`config.mk`:
```
export PLATFORM = sky130hd
export DESIGN_NAME = vectored_irq_ctrl
export DESIGN_NICKNAME = d
export VERILOG_FILES = /design/src/verilog/ivc_pkg.sv /design/src/verilog/vectored_irq_ctrl.sv
export VERILOG_INCLUDE_DIRS = /design/src /design/src/verilog
export SDC_FILE = /design/constraint.sdc
export NUM_CORES = 1
export LEC_CHECK = 0
export ABC_AREA = 1
export BUFFER_PORTS_ARGS = -buffer_cell sky130_fd_sc_hd__buf_2
export CAP_MARGIN = 10
export CORE_MARGIN = 2
export CORE_UTILIZATION = 25
export DETAILED_ROUTE_END_ITERATION = 7
export PLACE_DENSITY = 0.49
export SYNTH_ARGS = -nofsm -noshare
export SYNTH_HDL_FRONTEND = slang
export SYNTH_SLANG_ARGS = --single-unit
```
`constraint.sdc`:
```
create_clock -name i_mclk -period 67.2 [get_ports i_mclk]
set_input_delay 6.72 -clock i_mclk [delete_from_list [all_inputs] [get_ports i_mclk]]
set_output_delay 6.72 -clock i_mclk [all_outputs]
set_load 0.02 [all_outputs]
```
`src/verilog/ivc_map.svh`:
```
`ifndef IVC_MAP_SVH
`define IVC_MAP_SVH

// ----------------------------------------------------------------------------
// Source and vector geometry
// ----------------------------------------------------------------------------
`define IVC_NUM_SRC 151
`define IVC_NUM_TRAP 8
`define IVC_VEC_OFFSET 8'h08
`define IVC_TABLE_BASE 24'h000004
`define IVC_RESET_PC 24'h000000

// ----------------------------------------------------------------------------
// Register word indices (byte address is four times the index)
// ----------------------------------------------------------------------------
`define IVC_FLAG_IDX 10'h000
`define IVC_EN_IDX 10'h010
`define IVC_PRI_IDX 10'h020
`define IVC_NUM_GROUPS 10'h00A
`define IVC_NUM_PRI 10'h026
`define IVC_CPU_LVL_IDX 10'h080
`define IVC_STATUS_IDX 10'h081
`define IVC_TRAP_IDX 10'h082

// ----------------------------------------------------------------------------
// Field positions and reset values
// ----------------------------------------------------------------------------
`define IVC_STAT_LVL_LSB 8
`define IVC_PRI_FIELD_STEP 4
`define IVC_CPU_LVL_RST 4'h0
`define IVC_PRI_RST 3'h0

// ----------------------------------------------------------------------------
// Fixed entry and return latencies in clock cycles
// ----------------------------------------------------------------------------
`define IVC_ENTRY_CYC 4'hA
`define IVC_RETURN_CYC 4'h8

`endif

```
`src/verilog/ivc_pkg.sv`:
```
package ivc_pkg;

    // ------------------------------------------------------------------------
    // Bus request from the APB master.
    // ------------------------------------------------------------------------
    typedef struct packed {
        logic psel;
        logic penable;
        logic pwrite;
        logic [11:0] paddr;
        logic [31:0] pwdata;
    } apb_req_t;

    // ------------------------------------------------------------------------
    // Interrupt request toward the core.
    // ------------------------------------------------------------------------
    typedef struct packed {
        logic irq;
        logic [7:0] vec_num;
        logic [3:0] new_level;
        logic [23:0] vec_addr;
    } core_req_t;

    // ------------------------------------------------------------------------
    // Entry and return sequencer, Gray coded along idle-entry-service-return.
    // ------------------------------------------------------------------------
    typedef enum logic [1:0] {
        ST_IDLE = 2'b00,
        ST_ENTRY = 2'b01,
        ST_SERVICE = 2'b11,
        ST_RETURN = 2'b10
    } seq_state_t;

endpackage

```
`src/verilog/vectored_irq_ctrl.sv`:
```
// The implementer's own choices: the address map and the APB slave port.
`timescale 1ns/100ps
`include "ivc_map.svh"

module vectored_irq_ctrl
    import ivc_pkg::*;
#(
    parameter bit P_HAS_CAN = 1'b1,
    parameter bit P_HAS_MOTOR = 1'b1
) (
    input wire logic i_mclk,
    input wire logic i_rst_n,
    input wire apb_req_t i_apb,
    output logic [31:0] o_prdata,
    output logic o_pready,
    output logic o_pslverr,
    input wire logic [`IVC_NUM_SRC-1:0] i_req,
    input wire logic [`IVC_NUM_TRAP-1:0] i_trap,
    output core_req_t o_core,
    input wire logic i_ack,
    input wire logic i_ret,
    output logic o_entry_done,
    output logic o_return_done,
    output logic [23:0] o_reset_pc
);

    // ------------------------------------------------------------------------
    // Implemented request numbers
    // ------------------------------------------------------------------------

    // Returns one for request numbers that own a flag, enable and priority.
    function automatic bit src_impl(input int n, input bit can, input bit mc);
        bit base;
        bit var_can;
        bit var_mc;
        base = (n <= 14) || (n >= 16 && n <= 20) || (n >= 24 && n <= 33) ||
               (n >= 36 && n <= 38) || n == 49 || n == 50 || (n >= 65 && n <= 67) ||
               n == 77 || n == 142 || n == 143 || (n >= 145 && n <= 150);
        var_can = can && (n == 34 || n == 35 || n == 70);
        var_mc = mc && (n == 57 || n == 58 || (n >= 94 && n <= 96));
        return base || var_can || var_mc;
    endfunction

    // ------------------------------------------------------------------------
    // Declarations
    // ------------------------------------------------------------------------
    logic [`IVC_NUM_SRC-1:0] flag_q;
    logic [`IVC_NUM_SRC-1:0] en_q;
    logic [2:0] pri_q [0:`IVC_NUM_SRC-1];
    logic [`IVC_NUM_SRC-1:0] elig;
    logic [159:0] flag_flat;
    logic [159:0] en_flat;
    logic [607:0] pri_flat;
    logic [`IVC_NUM_TRAP-1:0] trap_q;
    logic [`IVC_NUM_TRAP-1:0] trap_d;
    logic [3:0] cpu_lvl_q;
    logic [3:0] cpu_lvl_d;
    logic [3:0] saved_lvl_q;
    logic [7:0] stat_vec_q;
    logic [3:0] stat_lvl_q;
    logic [31:0] prdata_q;
    seq_state_t state_q;
    seq_state_t state_d;
    logic [3:0] cnt_q;
    logic [3:0] cnt_d;
    logic irq_q;
    logic [7:0] vec_q;
    logic [3:0] lvl_q;
    logic entry_q;
    logic return_q;

    // ------------------------------------------------------------------------
    // APB decode
    // ------------------------------------------------------------------------
    wire [9:0] w_idx = i_apb.paddr[11:2];
    wire setup = i_apb.psel && !i_apb.penable;
    wire hit_flag = (w_idx >= `IVC_FLAG_IDX) && (w_idx < `IVC_FLAG_IDX + `IVC_NUM_GROUPS);
    wire hit_en = (w_idx >= `IVC_EN_IDX) && (w_idx < `IVC_EN_IDX + `IVC_NUM_GROUPS);
    wire hit_pri = (w_idx >= `IVC_PRI_IDX) && (w_idx < `IVC_PRI_IDX + `IVC_NUM_PRI);
    wire hit_cpu = (w_idx == `IVC_CPU_LVL_IDX);
    wire hit_stat = (w_idx == `IVC_STATUS_IDX);
    wire hit_trap = (w_idx == `IVC_TRAP_IDX);
    wire mapped = (i_apb.paddr[1:0] == 2'h0) && (hit_flag || hit_en || hit_pri || hit_cpu || hit_stat || hit_trap);
    wire wr_en = i_apb.psel && i_apb.penable && i_apb.pwrite && mapped;
    wire [3:0] g_idx = hit_flag ? 4'(w_idx - `IVC_FLAG_IDX) : 4'(w_idx - `IVC_EN_IDX);
    wire [5:0] k_idx = 6'(w_idx - `IVC_PRI_IDX);
    wire [15:0] wdata = i_apb.pwdata[15:0];

    // Zero-wait slave: every access completes in its first access cycle.
    assign o_pready = 1'b1;
    assign o_pslverr = i_apb.psel && i_apb.penable && !mapped;
    assign o_prdata = prdata_q;

    // ------------------------------------------------------------------------
    // Per-source flag, enable and priority storage
    // ------------------------------------------------------------------------
    genvar n;
    generate
        for (n = 0; n < `IVC_NUM_SRC; n++) begin : g_src
            localparam int G = n / 16;
            localparam int B = n % 16;
            localparam int K = n / 4;
            localparam int F = `IVC_PRI_FIELD_STEP * (n % 4);
            wire fl_wr = wr_en && hit_flag && (g_idx == 4'(G));
            wire en_wr = wr_en && hit_en && (g_idx == 4'(G));
            wire pr_wr = wr_en && hit_pri && (k_idx == 6'(K));
            if (src_impl(n, P_HAS_CAN, P_HAS_MOTOR)) begin : g_impl
                // The peripheral's set wins over a software clear in the same cycle.
                always_ff @(posedge i_mclk) begin
                    if (!i_rst_n) begin
                        flag_q[n] <= 1'b0;
                        en_q[n] <= 1'b0;
                        pri_q[n] <= `IVC_PRI_RST;
                    end else begin
                        flag_q[n] <= (fl_wr ? wdata[B] : flag_q[n]) | i_req[n];
                        en_q[n] <= en_wr ? wdata[B] : en_q[n];
                        pri_q[n] <= pr_wr ? wdata[F +: 3] : pri_q[n];
                    end
                end
            end else begin : g_rsvd
                // Reserved positions hold nothing and never request.
                assign flag_q[n] = 1'b0;
                assign en_q[n] = 1'b0;
                assign pri_q[n] = 3'h0;
            end
            // A source passes only when flagged, enabled and above the CPU level.
            assign elig[n] = flag_q[n] && en_q[n] && (pri_q[n] > cpu_lvl_q[2:0]) && !cpu_lvl_q[3];
            assign pri_flat[4*n +: 4] = {1'b0, pri_q[n]};
        end
    endgenerate

    // Flat read views padded with zeros above the last request number.
    assign flag_flat = {9'h000, flag_q};
    assign en_flat = {9'h000, en_q};
    assign pri_flat[607:604] = 4'h0;

    // ------------------------------------------------------------------------
    // Priority resolution
    // ------------------------------------------------------------------------
    logic best_found;
    logic [2:0] best_pri;
    logic [7:0] best_idx;
    logic trap_found;
    logic [2:0] trap_idx;

    // Scanning downward with >= lets the lower request take every tie.
    always_comb begin
        best_found = 1'b0;
        best_pri = 3'h0;
        best_idx = 8'h00;
        for (int i = `IVC_NUM_SRC - 1; i >= 0; i--) begin
            if (elig[i] && (!best_found || pri_q[i] >= best_pri)) begin
                best_found = 1'b1;
                best_pri = pri_q[i];
                best_idx = 8'(i);
            end
        end
    end

    // Traps take the lowest vectors, so the lowest pending trap always wins.
    always_comb begin
        trap_found = 1'b0;
        trap_idx = 3'h0;
        for (int t = `IVC_NUM_TRAP - 1; t >= 0; t--) begin
            if (trap_q[t]) begin
                trap_found = 1'b1;
                trap_idx = 3'(t);
            end
        end
    end

    wire win_any = trap_found || best_found;
    wire [7:0] win_vec = trap_found ? {5'h00, trap_idx} : best_idx + `IVC_VEC_OFFSET;
    wire [3:0] win_lvl = trap_found ? {1'b1, 3'h7 - trap_idx} : {1'b0, best_pri};

    // Winner registered toward the core each cycle.
    always_ff @(posedge i_mclk) begin
        if (!i_rst_n) begin
            irq_q <= 1'b0;
            vec_q <= 8'h00;
            lvl_q <= 4'h0;
        end else begin
            irq_q <= win_any && (state_q == ST_IDLE);
            vec_q <= win_vec;
            lvl_q <= win_lvl;
        end
    end

    assign o_core.irq = irq_q;
    assign o_core.vec_num = vec_q;
    assign o_core.new_level = lvl_q;
    assign o_core.vec_addr = `IVC_TABLE_BASE + {15'h0000, vec_q, 1'b0};
    assign o_reset_pc = `IVC_RESET_PC;

    // ------------------------------------------------------------------------
    // Trap flags and CPU priority level
    // ------------------------------------------------------------------------
    wire take = (state_q == ST_IDLE) && irq_q && i_ack;
    wire ret_end = (state_q == ST_RETURN) && (cnt_q == 4'h1);

    // Trap flags: hardware set wins over a software clear.
    assign trap_d = ((wr_en && hit_trap) ? wdata[7:0] : trap_q) | i_trap;

    // Software writes only the low three bits; hardware alone moves the top bit.
    always_comb begin
        cpu_lvl_d = cpu_lvl_q;
        if (wr_en && hit_cpu) begin
            cpu_lvl_d = {cpu_lvl_q[3], wdata[2:0]};
        end
        if (take) begin
            cpu_lvl_d = lvl_q;
        end else if (ret_end) begin
            cpu_lvl_d = saved_lvl_q;
        end
    end

    always_ff @(posedge i_mclk) begin
        if (!i_rst_n) begin
            trap_q <= '0;
            cpu_lvl_q <= `IVC_CPU_LVL_RST;
            saved_lvl_q <= `IVC_CPU_LVL_RST;
            stat_vec_q <= 8'h00;
            stat_lvl_q <= 4'h0;
        end else begin
            trap_q <= trap_d;
            cpu_lvl_q <= cpu_lvl_d;
            if (take) begin
                saved_lvl_q <= cpu_lvl_q;
                stat_vec_q <= vec_q;
                stat_lvl_q <= lvl_q;
            end
        end
    end

    // ------------------------------------------------------------------------
    // Entry and return sequencer
    // ------------------------------------------------------------------------

    // Every entry and return takes the same count whatever the source.
    always_comb begin
        state_d = state_q;
        cnt_d = cnt_q;
        case (state_q)
            ST_IDLE: begin
                if (take) begin
                    state_d = ST_ENTRY;
                    cnt_d = `IVC_ENTRY_CYC;
                end
            end
            ST_ENTRY: begin
                cnt_d = cnt_q - 4'h1;
                if (cnt_q == 4'h1) begin
                    state_d = ST_SERVICE;
                end
            end
            ST_SERVICE: begin
                if (i_ret) begin
                    state_d = ST_RETURN;
                    cnt_d = `IVC_RETURN_CYC;
                end
            end
            ST_RETURN: begin
                cnt_d = cnt_q - 4'h1;
                if (cnt_q == 4'h1) begin
                    state_d = ST_IDLE;
                end
            end
            default: begin
                state_d = ST_IDLE;
                cnt_d = 4'h0;
            end
        endcase
    end

    always_ff @(posedge i_mclk) begin
        if (!i_rst_n) begin
            state_q <= ST_IDLE;
            cnt_q <= 4'h0;
            entry_q <= 1'b0;
            return_q <= 1'b0;
        end else begin
            state_q <= state_d;
            cnt_q <= cnt_d;
            entry_q <= (state_q == ST_ENTRY) && (cnt_q == 4'h1);
            return_q <= ret_end;
        end
    end

    assign o_entry_done = entry_q;
    assign o_return_done = return_q;

    // ------------------------------------------------------------------------
    // Read data, captured in the setup cycle
    // ------------------------------------------------------------------------
    logic [31:0] rd_word;

    always_comb begin
        rd_word = 32'h00000000;
        if (hit_flag) begin
            rd_word = {16'h0000, flag_flat[16*g_idx +: 16]};
        end else if (hit_en) begin
            rd_word = {16'h0000, en_flat[16*g_idx +: 16]};
        end else if (hit_pri) begin
            rd_word = {16'h0000, pri_flat[16*k_idx +: 16]};
        end else if (hit_cpu) begin
            rd_word = {28'h0000000, cpu_lvl_q};
        end else if (hit_stat) begin
            rd_word = {20'h00000, stat_lvl_q, stat_vec_q};
        end else if (hit_trap) begin
            rd_word = {24'h000000, trap_q};
        end
    end

    always_ff @(posedge i_mclk) begin
        if (!i_rst_n) begin
            prdata_q <= 32'h00000000;
        end else if (setup) begin
            prdata_q <= mapped ? rd_word : 32'h00000000;
        end
    end

endmodule

```
==> impl_metrics.env, run 1 <==
export IMPL_synth_cells=3870
export IMPL_leakagePower_nw=13.6
export IMPL_vias=27402
export IMPL_max_stage_delay_ns=0.37
export IMPL_placed_cell_area_sq_um=28600
export IMPL_relSlewSlack=0.238
export IMPL_synth_compound_area_share=0.246
export IMPL_timing_final_crit_share=0.884
export IMPL_syn_to_final_growth_pct=13.2
export IMPL_cap_viol_max_count=0
export IMPL_synth_edf_count=0
export IMPL_hold_class="flop to flop"
export IMPL_gp_congestion=0.956
export IMPL_r2r_start="cpu_lvl_q[2]$_SDFFE_PN0P_"
export IMPL_multiInputGateArea_sq_um=16800
export IMPL_first_pass_iters=5
export IMPL_postRouteAntennaNets=0
export IMPL_cts_resized_gates=0
export IMPL_worstSetupStartpoint="cpu_lvl_q[2]$_SDFFE_PN0P_"
export IMPL_cts_reportedPaths_clkPinSlew_ns=0.06
export IMPL_drc=0
export IMPL_drt_iter0_drc=2732
export IMPL_endpoint_kind="flop"
export IMPL_core_sq_um=105000
export IMPL_synthMuxAreaShare=0
export IMPL_p_per_area_nw_per_um2=19.2
export IMPL_critPathLaunchType="flop"
export IMPL_grt_pass1_vias=24686
export IMPL_min_from="stat_vec_q[1]$_SDFFE_PN0P_"
export IMPL_grt_overflow=0
export IMPL_vias_per_cell=5.09
export IMPL_synth_simple_gate_area_share=0.239
export IMPL_syn_area_per_cell_sq_um=6.88
export IMPL_tightest_slew_ns=1.14
export IMPL_hold_buffers=0
export IMPL_skew_ns=0.0226
export IMPL_fillers=11737
export IMPL_async_reset_ff_frac=0
export IMPL_worst_setup_path_type="flop to flop"
export IMPL_synth_flop_cell="dfxtp_1"
export IMPL_die_height_microns=330
export IMPL_start_util=0.253
export IMPL_io_pins=307
export IMPL_max_freq_mhz=16.8
export IMPL_h_tree_depth=2
export IMPL_worstPathArrival_ns=59.93
export IMPL_status="complete, no violations"
export IMPL_cts_buffers=43
export IMPL_wl_per_cell_microns=21.4
export IMPL_synth_xor_area_frac=0.00164
export IMPL_fp_dieArea_sq_um=109000
export IMPL_synth_top_family_by_area="compound AO/OA/AOI/OAI gates"
export IMPL_die_w_microns=330
export IMPL_drt_wl_total_microns=115000
export IMPL_clockBufferDepth=3
export IMPL_antenna_found_initial=17
export IMPL_yosysSeqAreaShare=0.256
export IMPL_stdcell_area_sq_um=30100
export IMPL_drive_gt1_frac=0.137
export IMPL_hpwlAfterDp_microns=86400
export IMPL_tns_ns=0
export IMPL_cts_tree="yes"
export IMPL_worst_path_most_repeated_cell="nand2_1"
export IMPL_maxSlewViolCount=0
export IMPL_cts_sinks=340
export IMPL_ys_warn_count=0
export IMPL_synth_distinct_cells=67
export IMPL_ir_worst_vdd_uv=15.8
export IMPL_clock_latency_ns=0.61
export IMPL_cp_slowest_cell="o21ai_0"
export IMPL_port_buffers=138
export IMPL_finalSetupViolCount=0
export IMPL_critPathMaxFanout=32
export IMPL_syn_area_sq_um=26600
export IMPL_nets=4458
export IMPL_clockRootBuffer="clkbuf_16"
export IMPL_crit_required_ns=67.74
export IMPL_grt_max_degree=99
export IMPL_grt_pass1_wl_microns=168000
export IMPL_period_needed_ns=59.39
export IMPL_rows=119
export IMPL_seq_area_sq_um=6810
export IMPL_yosys_register_bits=340
export IMPL_grtUsageTotal=0.205
export IMPL_synth_fa_ha_area_frac=0.137
export IMPL_post_cts_setup_buffers=0
export IMPL_hold_viol=0
[registers in the layout (all words and copies together), names as in the netlist]
signal,cells
cnt_q,4
cpu_lvl_q,4
en_flat,55
flag_flat,55
irq_q,1
lvl_q,4
o_entry_done,1
o_prdata,16
o_return_done,1
pri_flat,165
saved_lvl_q,4
stat_lvl_q,4
stat_vec_q,8
state_q,2
trap_q,8
vec_q,8
[Yosys cell counts, types with 28 or more instances]
master,n,area (sq um)
o31ai_1,62,465
nor2_1,339,1270
buf_4,59,443
a211oi_1,88,661
ha_1,291,3640
inv_1,509,1910
o22ai_1,37,231
inv_2,28,105
nand2_2,148,926
nand2_1,546,2050
nand3_2,37,370
nand3_1,187,936
clkbuf_1,125,469
a311oi_1,49,429
o21ai_0,445,2230
dfxtp_1,340,6810
a21oi_1,304,1520
[per-stage QoR]
stage                     std cells  total power (W)  hold slack (ns)  utilization  setup WS (ns)
after detailed placement       5303         0.000331            0.450        0.271           7.15
after floorplan                3924         0.000294            0.425            -          14.51
final                          5388         0.000580            0.457        0.286           7.81
after CTS                      5381         0.000580            0.459        0.285           6.95
after global placement         5303         0.000328            0.443        0.271           7.42
after global routing           5382         0.000605            0.492        0.286        -0.0148
[critical path: cells and delay by family (launching register included)]
family	cells	cell delay [ns]
AND/OR/NAND/NOR	261	21.31
AO/OA/AOI/OAI	113	16.10
adder cells (fa/ha/maj)	56	15.90
buffers and inverters	92	5.46
flip-flops	1	0.34
[area by class of cell]
cell class	count	area share
Multi-Input combinational cell	2831	0.559
Timing Repair Buffer	185	0.0350
Antenna cell	7	0.000581
Sequential cell	340	0.226
Tap cell	1391	0.0577
Inverter	556	0.0725
Clock inverter	18	0.00880
Clock buffer	60	0.0405
[cell usage in the layout (no fill, tap or decap), types with 62 or more instances in the layout]
cell	Yosys	layout
nand2_1	546	543
a211oi_1	88	88
a21oi_1	304	304
buf_2	0	137
o21ai_0	445	439
o31ai_1	62	62
nor2_1	339	336
nand2_2	148	147
ha_1	291	291
inv_1	509	506
dfxtp_1	340	339
nand3_1	187	187
[layer usage]
metal  vias to the layer above  wire [microns]  track usage
met3                       174            9740       0.0380
met4                        10            3490       0.0589
met1                     12776           53200        0.294
met2                      1127           48600        0.311
li1                      13315               -            -
met5                         -              64            0
[where the power goes]
| group | switching, W | internal (W) |
|---|---|---|
| Sequential | 0.00000552 | 0.000208 |
| Combinational | 0.0000794 | 0.0000360 |
| Clock | 0.000104 | 0.000147 |
[final timing paths]
kind                                                   end  slack (ns)  depth (start not counted)
worst min-delay path            stat_vec_q[1]$_SDFFE_PN0P_        0.46                          2
worst max register to register         vec_q[7]$_SDFF_PP0_        7.81                        522
worst max-delay path                   vec_q[7]$_SDFF_PP0_        7.81                        522
worst min register to register  stat_vec_q[1]$_SDFFE_PN0P_        0.46                          2
[cell families (layout without fill, tap and decap cells)]
| logic type | count (synthesis) | after routing |
|---|---|---|
| DFF | 340 | 340 |
| xor gates and xnor gates | 5 | 5 |
| and+or+nand+nor | 1369 | 1369 |
| buffers and inverters | 753 | 819 |
| AOI/OAI and AO/OA | 1110 | 1110 |
| adders and majority gates | 291 | 291 |
| other | 2 | 63 |
No activity file was read; power rests on OpenSTA's default activity.
==> run 2, diff against run 1 <==
--- a/config.mk
+++ b/config.mk
@@ -12,7 +12,8 @@
 export CORE_MARGIN = 2
 export CORE_UTILIZATION = 25
 export DETAILED_ROUTE_END_ITERATION = 7
-export PLACE_DENSITY = 0.49
+export GPL_ROUTABILITY_DRIVEN = 0
+export PLACE_DENSITY = 0.5
 export SYNTH_ARGS = -nofsm -noshare
 export SYNTH_HDL_FRONTEND = slang
 export SYNTH_SLANG_ARGS = --single-unit
==> constraint.sdc (replaced) <==
create_clock -name i_mclk -period 51.3 [get_ports i_mclk]
set_input_delay 5.13 -clock i_mclk [delete_from_list [all_inputs] [get_ports i_mclk]]
set_output_delay 5.13 -clock i_mclk [all_outputs]
set_load 0.02 [all_outputs]
==> impl_metrics.env, run 2 (synthesis results as in run 1) <==
export IMPL_min_from="o_prdata[12]$_SDFFE_PN0P_"
export IMPL_grt_overflow=0
export IMPL_finalSetupViolCount=0
export IMPL_fillers=11396
export IMPL_grtUsageMet3=0.0481
export IMPL_drc=0
export IMPL_hold_viol=0
export IMPL_skew_ns=0.0201
export IMPL_core_sq_um=105000
export IMPL_relSlewSlack=0.190
export IMPL_clock_latency_ns=0.58
export IMPL_max_stage_delay_ns=0.35
export IMPL_syn_to_final_growth_pct=32.9
export IMPL_use_met2=0.308
export IMPL_rrSetupSlack_ns=0.77
export IMPL_placed_cell_area_sq_um=31600
export IMPL_leakagePower_nw=16.3
export IMPL_top_usage_layer="met2"
export IMPL_grtUsageTotal=0.204
export IMPL_r2r_start="cpu_lvl_q[2]$_SDFFE_PN0P_"
export IMPL_port_buffers=138
export IMPL_tns_ns=0
export IMPL_cp_slowest_cell="dfxtp_2"
export IMPL_hold_depth=2
export IMPL_drive_gt1_frac=0.296
export IMPL_hold_class="flop to flop"
export IMPL_die_height_microns=330
export IMPL_use_met1=0.280
export IMPL_ir_worst_vdd_uv=19.8
export IMPL_cts_reportedPaths_clkPinSlew_ns=0.06
export IMPL_vias=29372
export IMPL_cts_sinks=340
export IMPL_h_tree_depth=2
export IMPL_rsz0062_at_grt="true"
export IMPL_endpoint_kind="flop"
export IMPL_die_w_microns=330
export IMPL_grt_max_degree=97
export IMPL_clockRootBuffer="clkbuf_16"
export IMPL_wl_per_cell_microns=19.9
export IMPL_drt_iter0_drc=2778
export IMPL_clockBufferDepth=3
export IMPL_stdcell_area_sq_um=35400
export IMPL_tightest_slew_ns=1.21
export IMPL_first_pass_iters=6
export IMPL_hold_end="o_prdata[12]$_SDFFE_PN0P_"
export IMPL_postRouteAntennaNets=0
export IMPL_worstSetupStartpoint="cpu_lvl_q[2]$_SDFFE_PN0P_"
export IMPL_hpwlAfterDp_microns=88200
export IMPL_layout_commonest_cell="buf_4"
export IMPL_start_util=0.253
export IMPL_layout_common_cells="buf_4, inv_1, nand2_1, dfxtp_1, nor2_1"
export IMPL_cts_buffers=39
export IMPL_largest_reg_flops=165
export IMPL_period_needed_ns=50.53
export IMPL_fp_dieArea_sq_um=109000
export IMPL_p_per_area_nw_per_um2=20.8
export IMPL_worstPathArrival_ns=51.04
export IMPL_r2r_cells=517
export IMPL_vias_per_cell=5.00
export IMPL_maxSlewViolCount=0
export IMPL_drt_wl_total_microns=117000
export IMPL_cts_tree="yes"
export IMPL_crit_required_ns=51.81
export IMPL_io_pins=307
export IMPL_cap_viol_max_count=0
export IMPL_status="complete, no violations"
export IMPL_rows=119
export IMPL_critPathMaxFanout=7
export IMPL_antenna_found_initial=9
export IMPL_max_freq_mhz=19.8
export IMPL_finalPower_w=0.000736
export IMPL_grt_pass1_wl_microns=169000
export IMPL_critPathLaunchType="flop"
export IMPL_grt_pass1_vias=26318
export IMPL_r2r_end="vec_q[7]$_SDFF_PP0_"
export IMPL_hold_buffers=0
export IMPL_nets=4950
export IMPL_timing_final_crit_share=0.985
export IMPL_worst_path_most_repeated_cell="nand2_2"
export IMPL_worst_setup_path_type="flop to flop"
run 2: power by group:
group / switching, W / internal (W)
logic: 0.000106 / 0.0000497
registers: 0.00000702 / 0.000272
clock network: 0.000122 / 0.000180
run 2: repair_timing:
action,in CTS,in global routing
resized for setup,173,337
pin swaps,35,326
setup buffers,24,108
endpoints found under the setup margin,12,12
run 2: metrics by stage:
stage                     hold WS (ns)  cells   util  worst slack, ns
final                            0.466   5875  0.336            0.775
after CTS                        0.465   5764  0.317          0.00472
after global routing             0.480   5872  0.336            -3.56
after detailed placement         0.456   5668  0.300            -3.24
after floorplan                  0.425   3924      -           0.0152
after global placement           0.444   5668  0.300            -2.82
run 2: worst max-delay path by stage:
stage,endpoint,slack (ns),cells past startpoint
2_1_floorplan,vec_q[4]$_SDFF_PP0_,0.02,536
3_3_place_gp,vec_q[7]$_SDFF_PP0_,-2.82,505
3_5_place_dp,vec_q[7]$_SDFF_PP0_,-3.24,508
4_1_cts,vec_q[7]$_SDFF_PP0_,0.005,508
5_1_grt,vec_q[7]$_SDFF_PP0_,-3.56,524
6_report,vec_q[7]$_SDFF_PP0_,0.77,517
run 2: per-layer routing:
layer,vias up,wire (microns)
met5,-,54
met4,8,4690
met3,206,10600
met2,1131,49700
met1,13717,52000
li1,14310,-
run 2: worst max-delay path: cells and delay by family (launching register included):
kind / cells / cell delay [ns]
simple gates: 306 / 23.35
fa+ha+maj: 56 / 15.26
compound gates: 85 / 6.60
buf+inv: 70 / 4.83
flops: 1 / 0.35
run 2: final cells by class:
class / count / area, sq um / area share
clock buffer: 58 / 1140 / 0.0322
sequential: 340 / 6810 / 0.192
multi-input combinational: 2831 / 18400 / 0.519
timing repair buffer: 681 / 4930 / 0.139
clock inverter: 14 / 214 / 0.00604
antenna: 4 / 10.0 / 0.000283
inverter: 556 / 2200 / 0.0620
tap: 1391 / 1740 / 0.0492
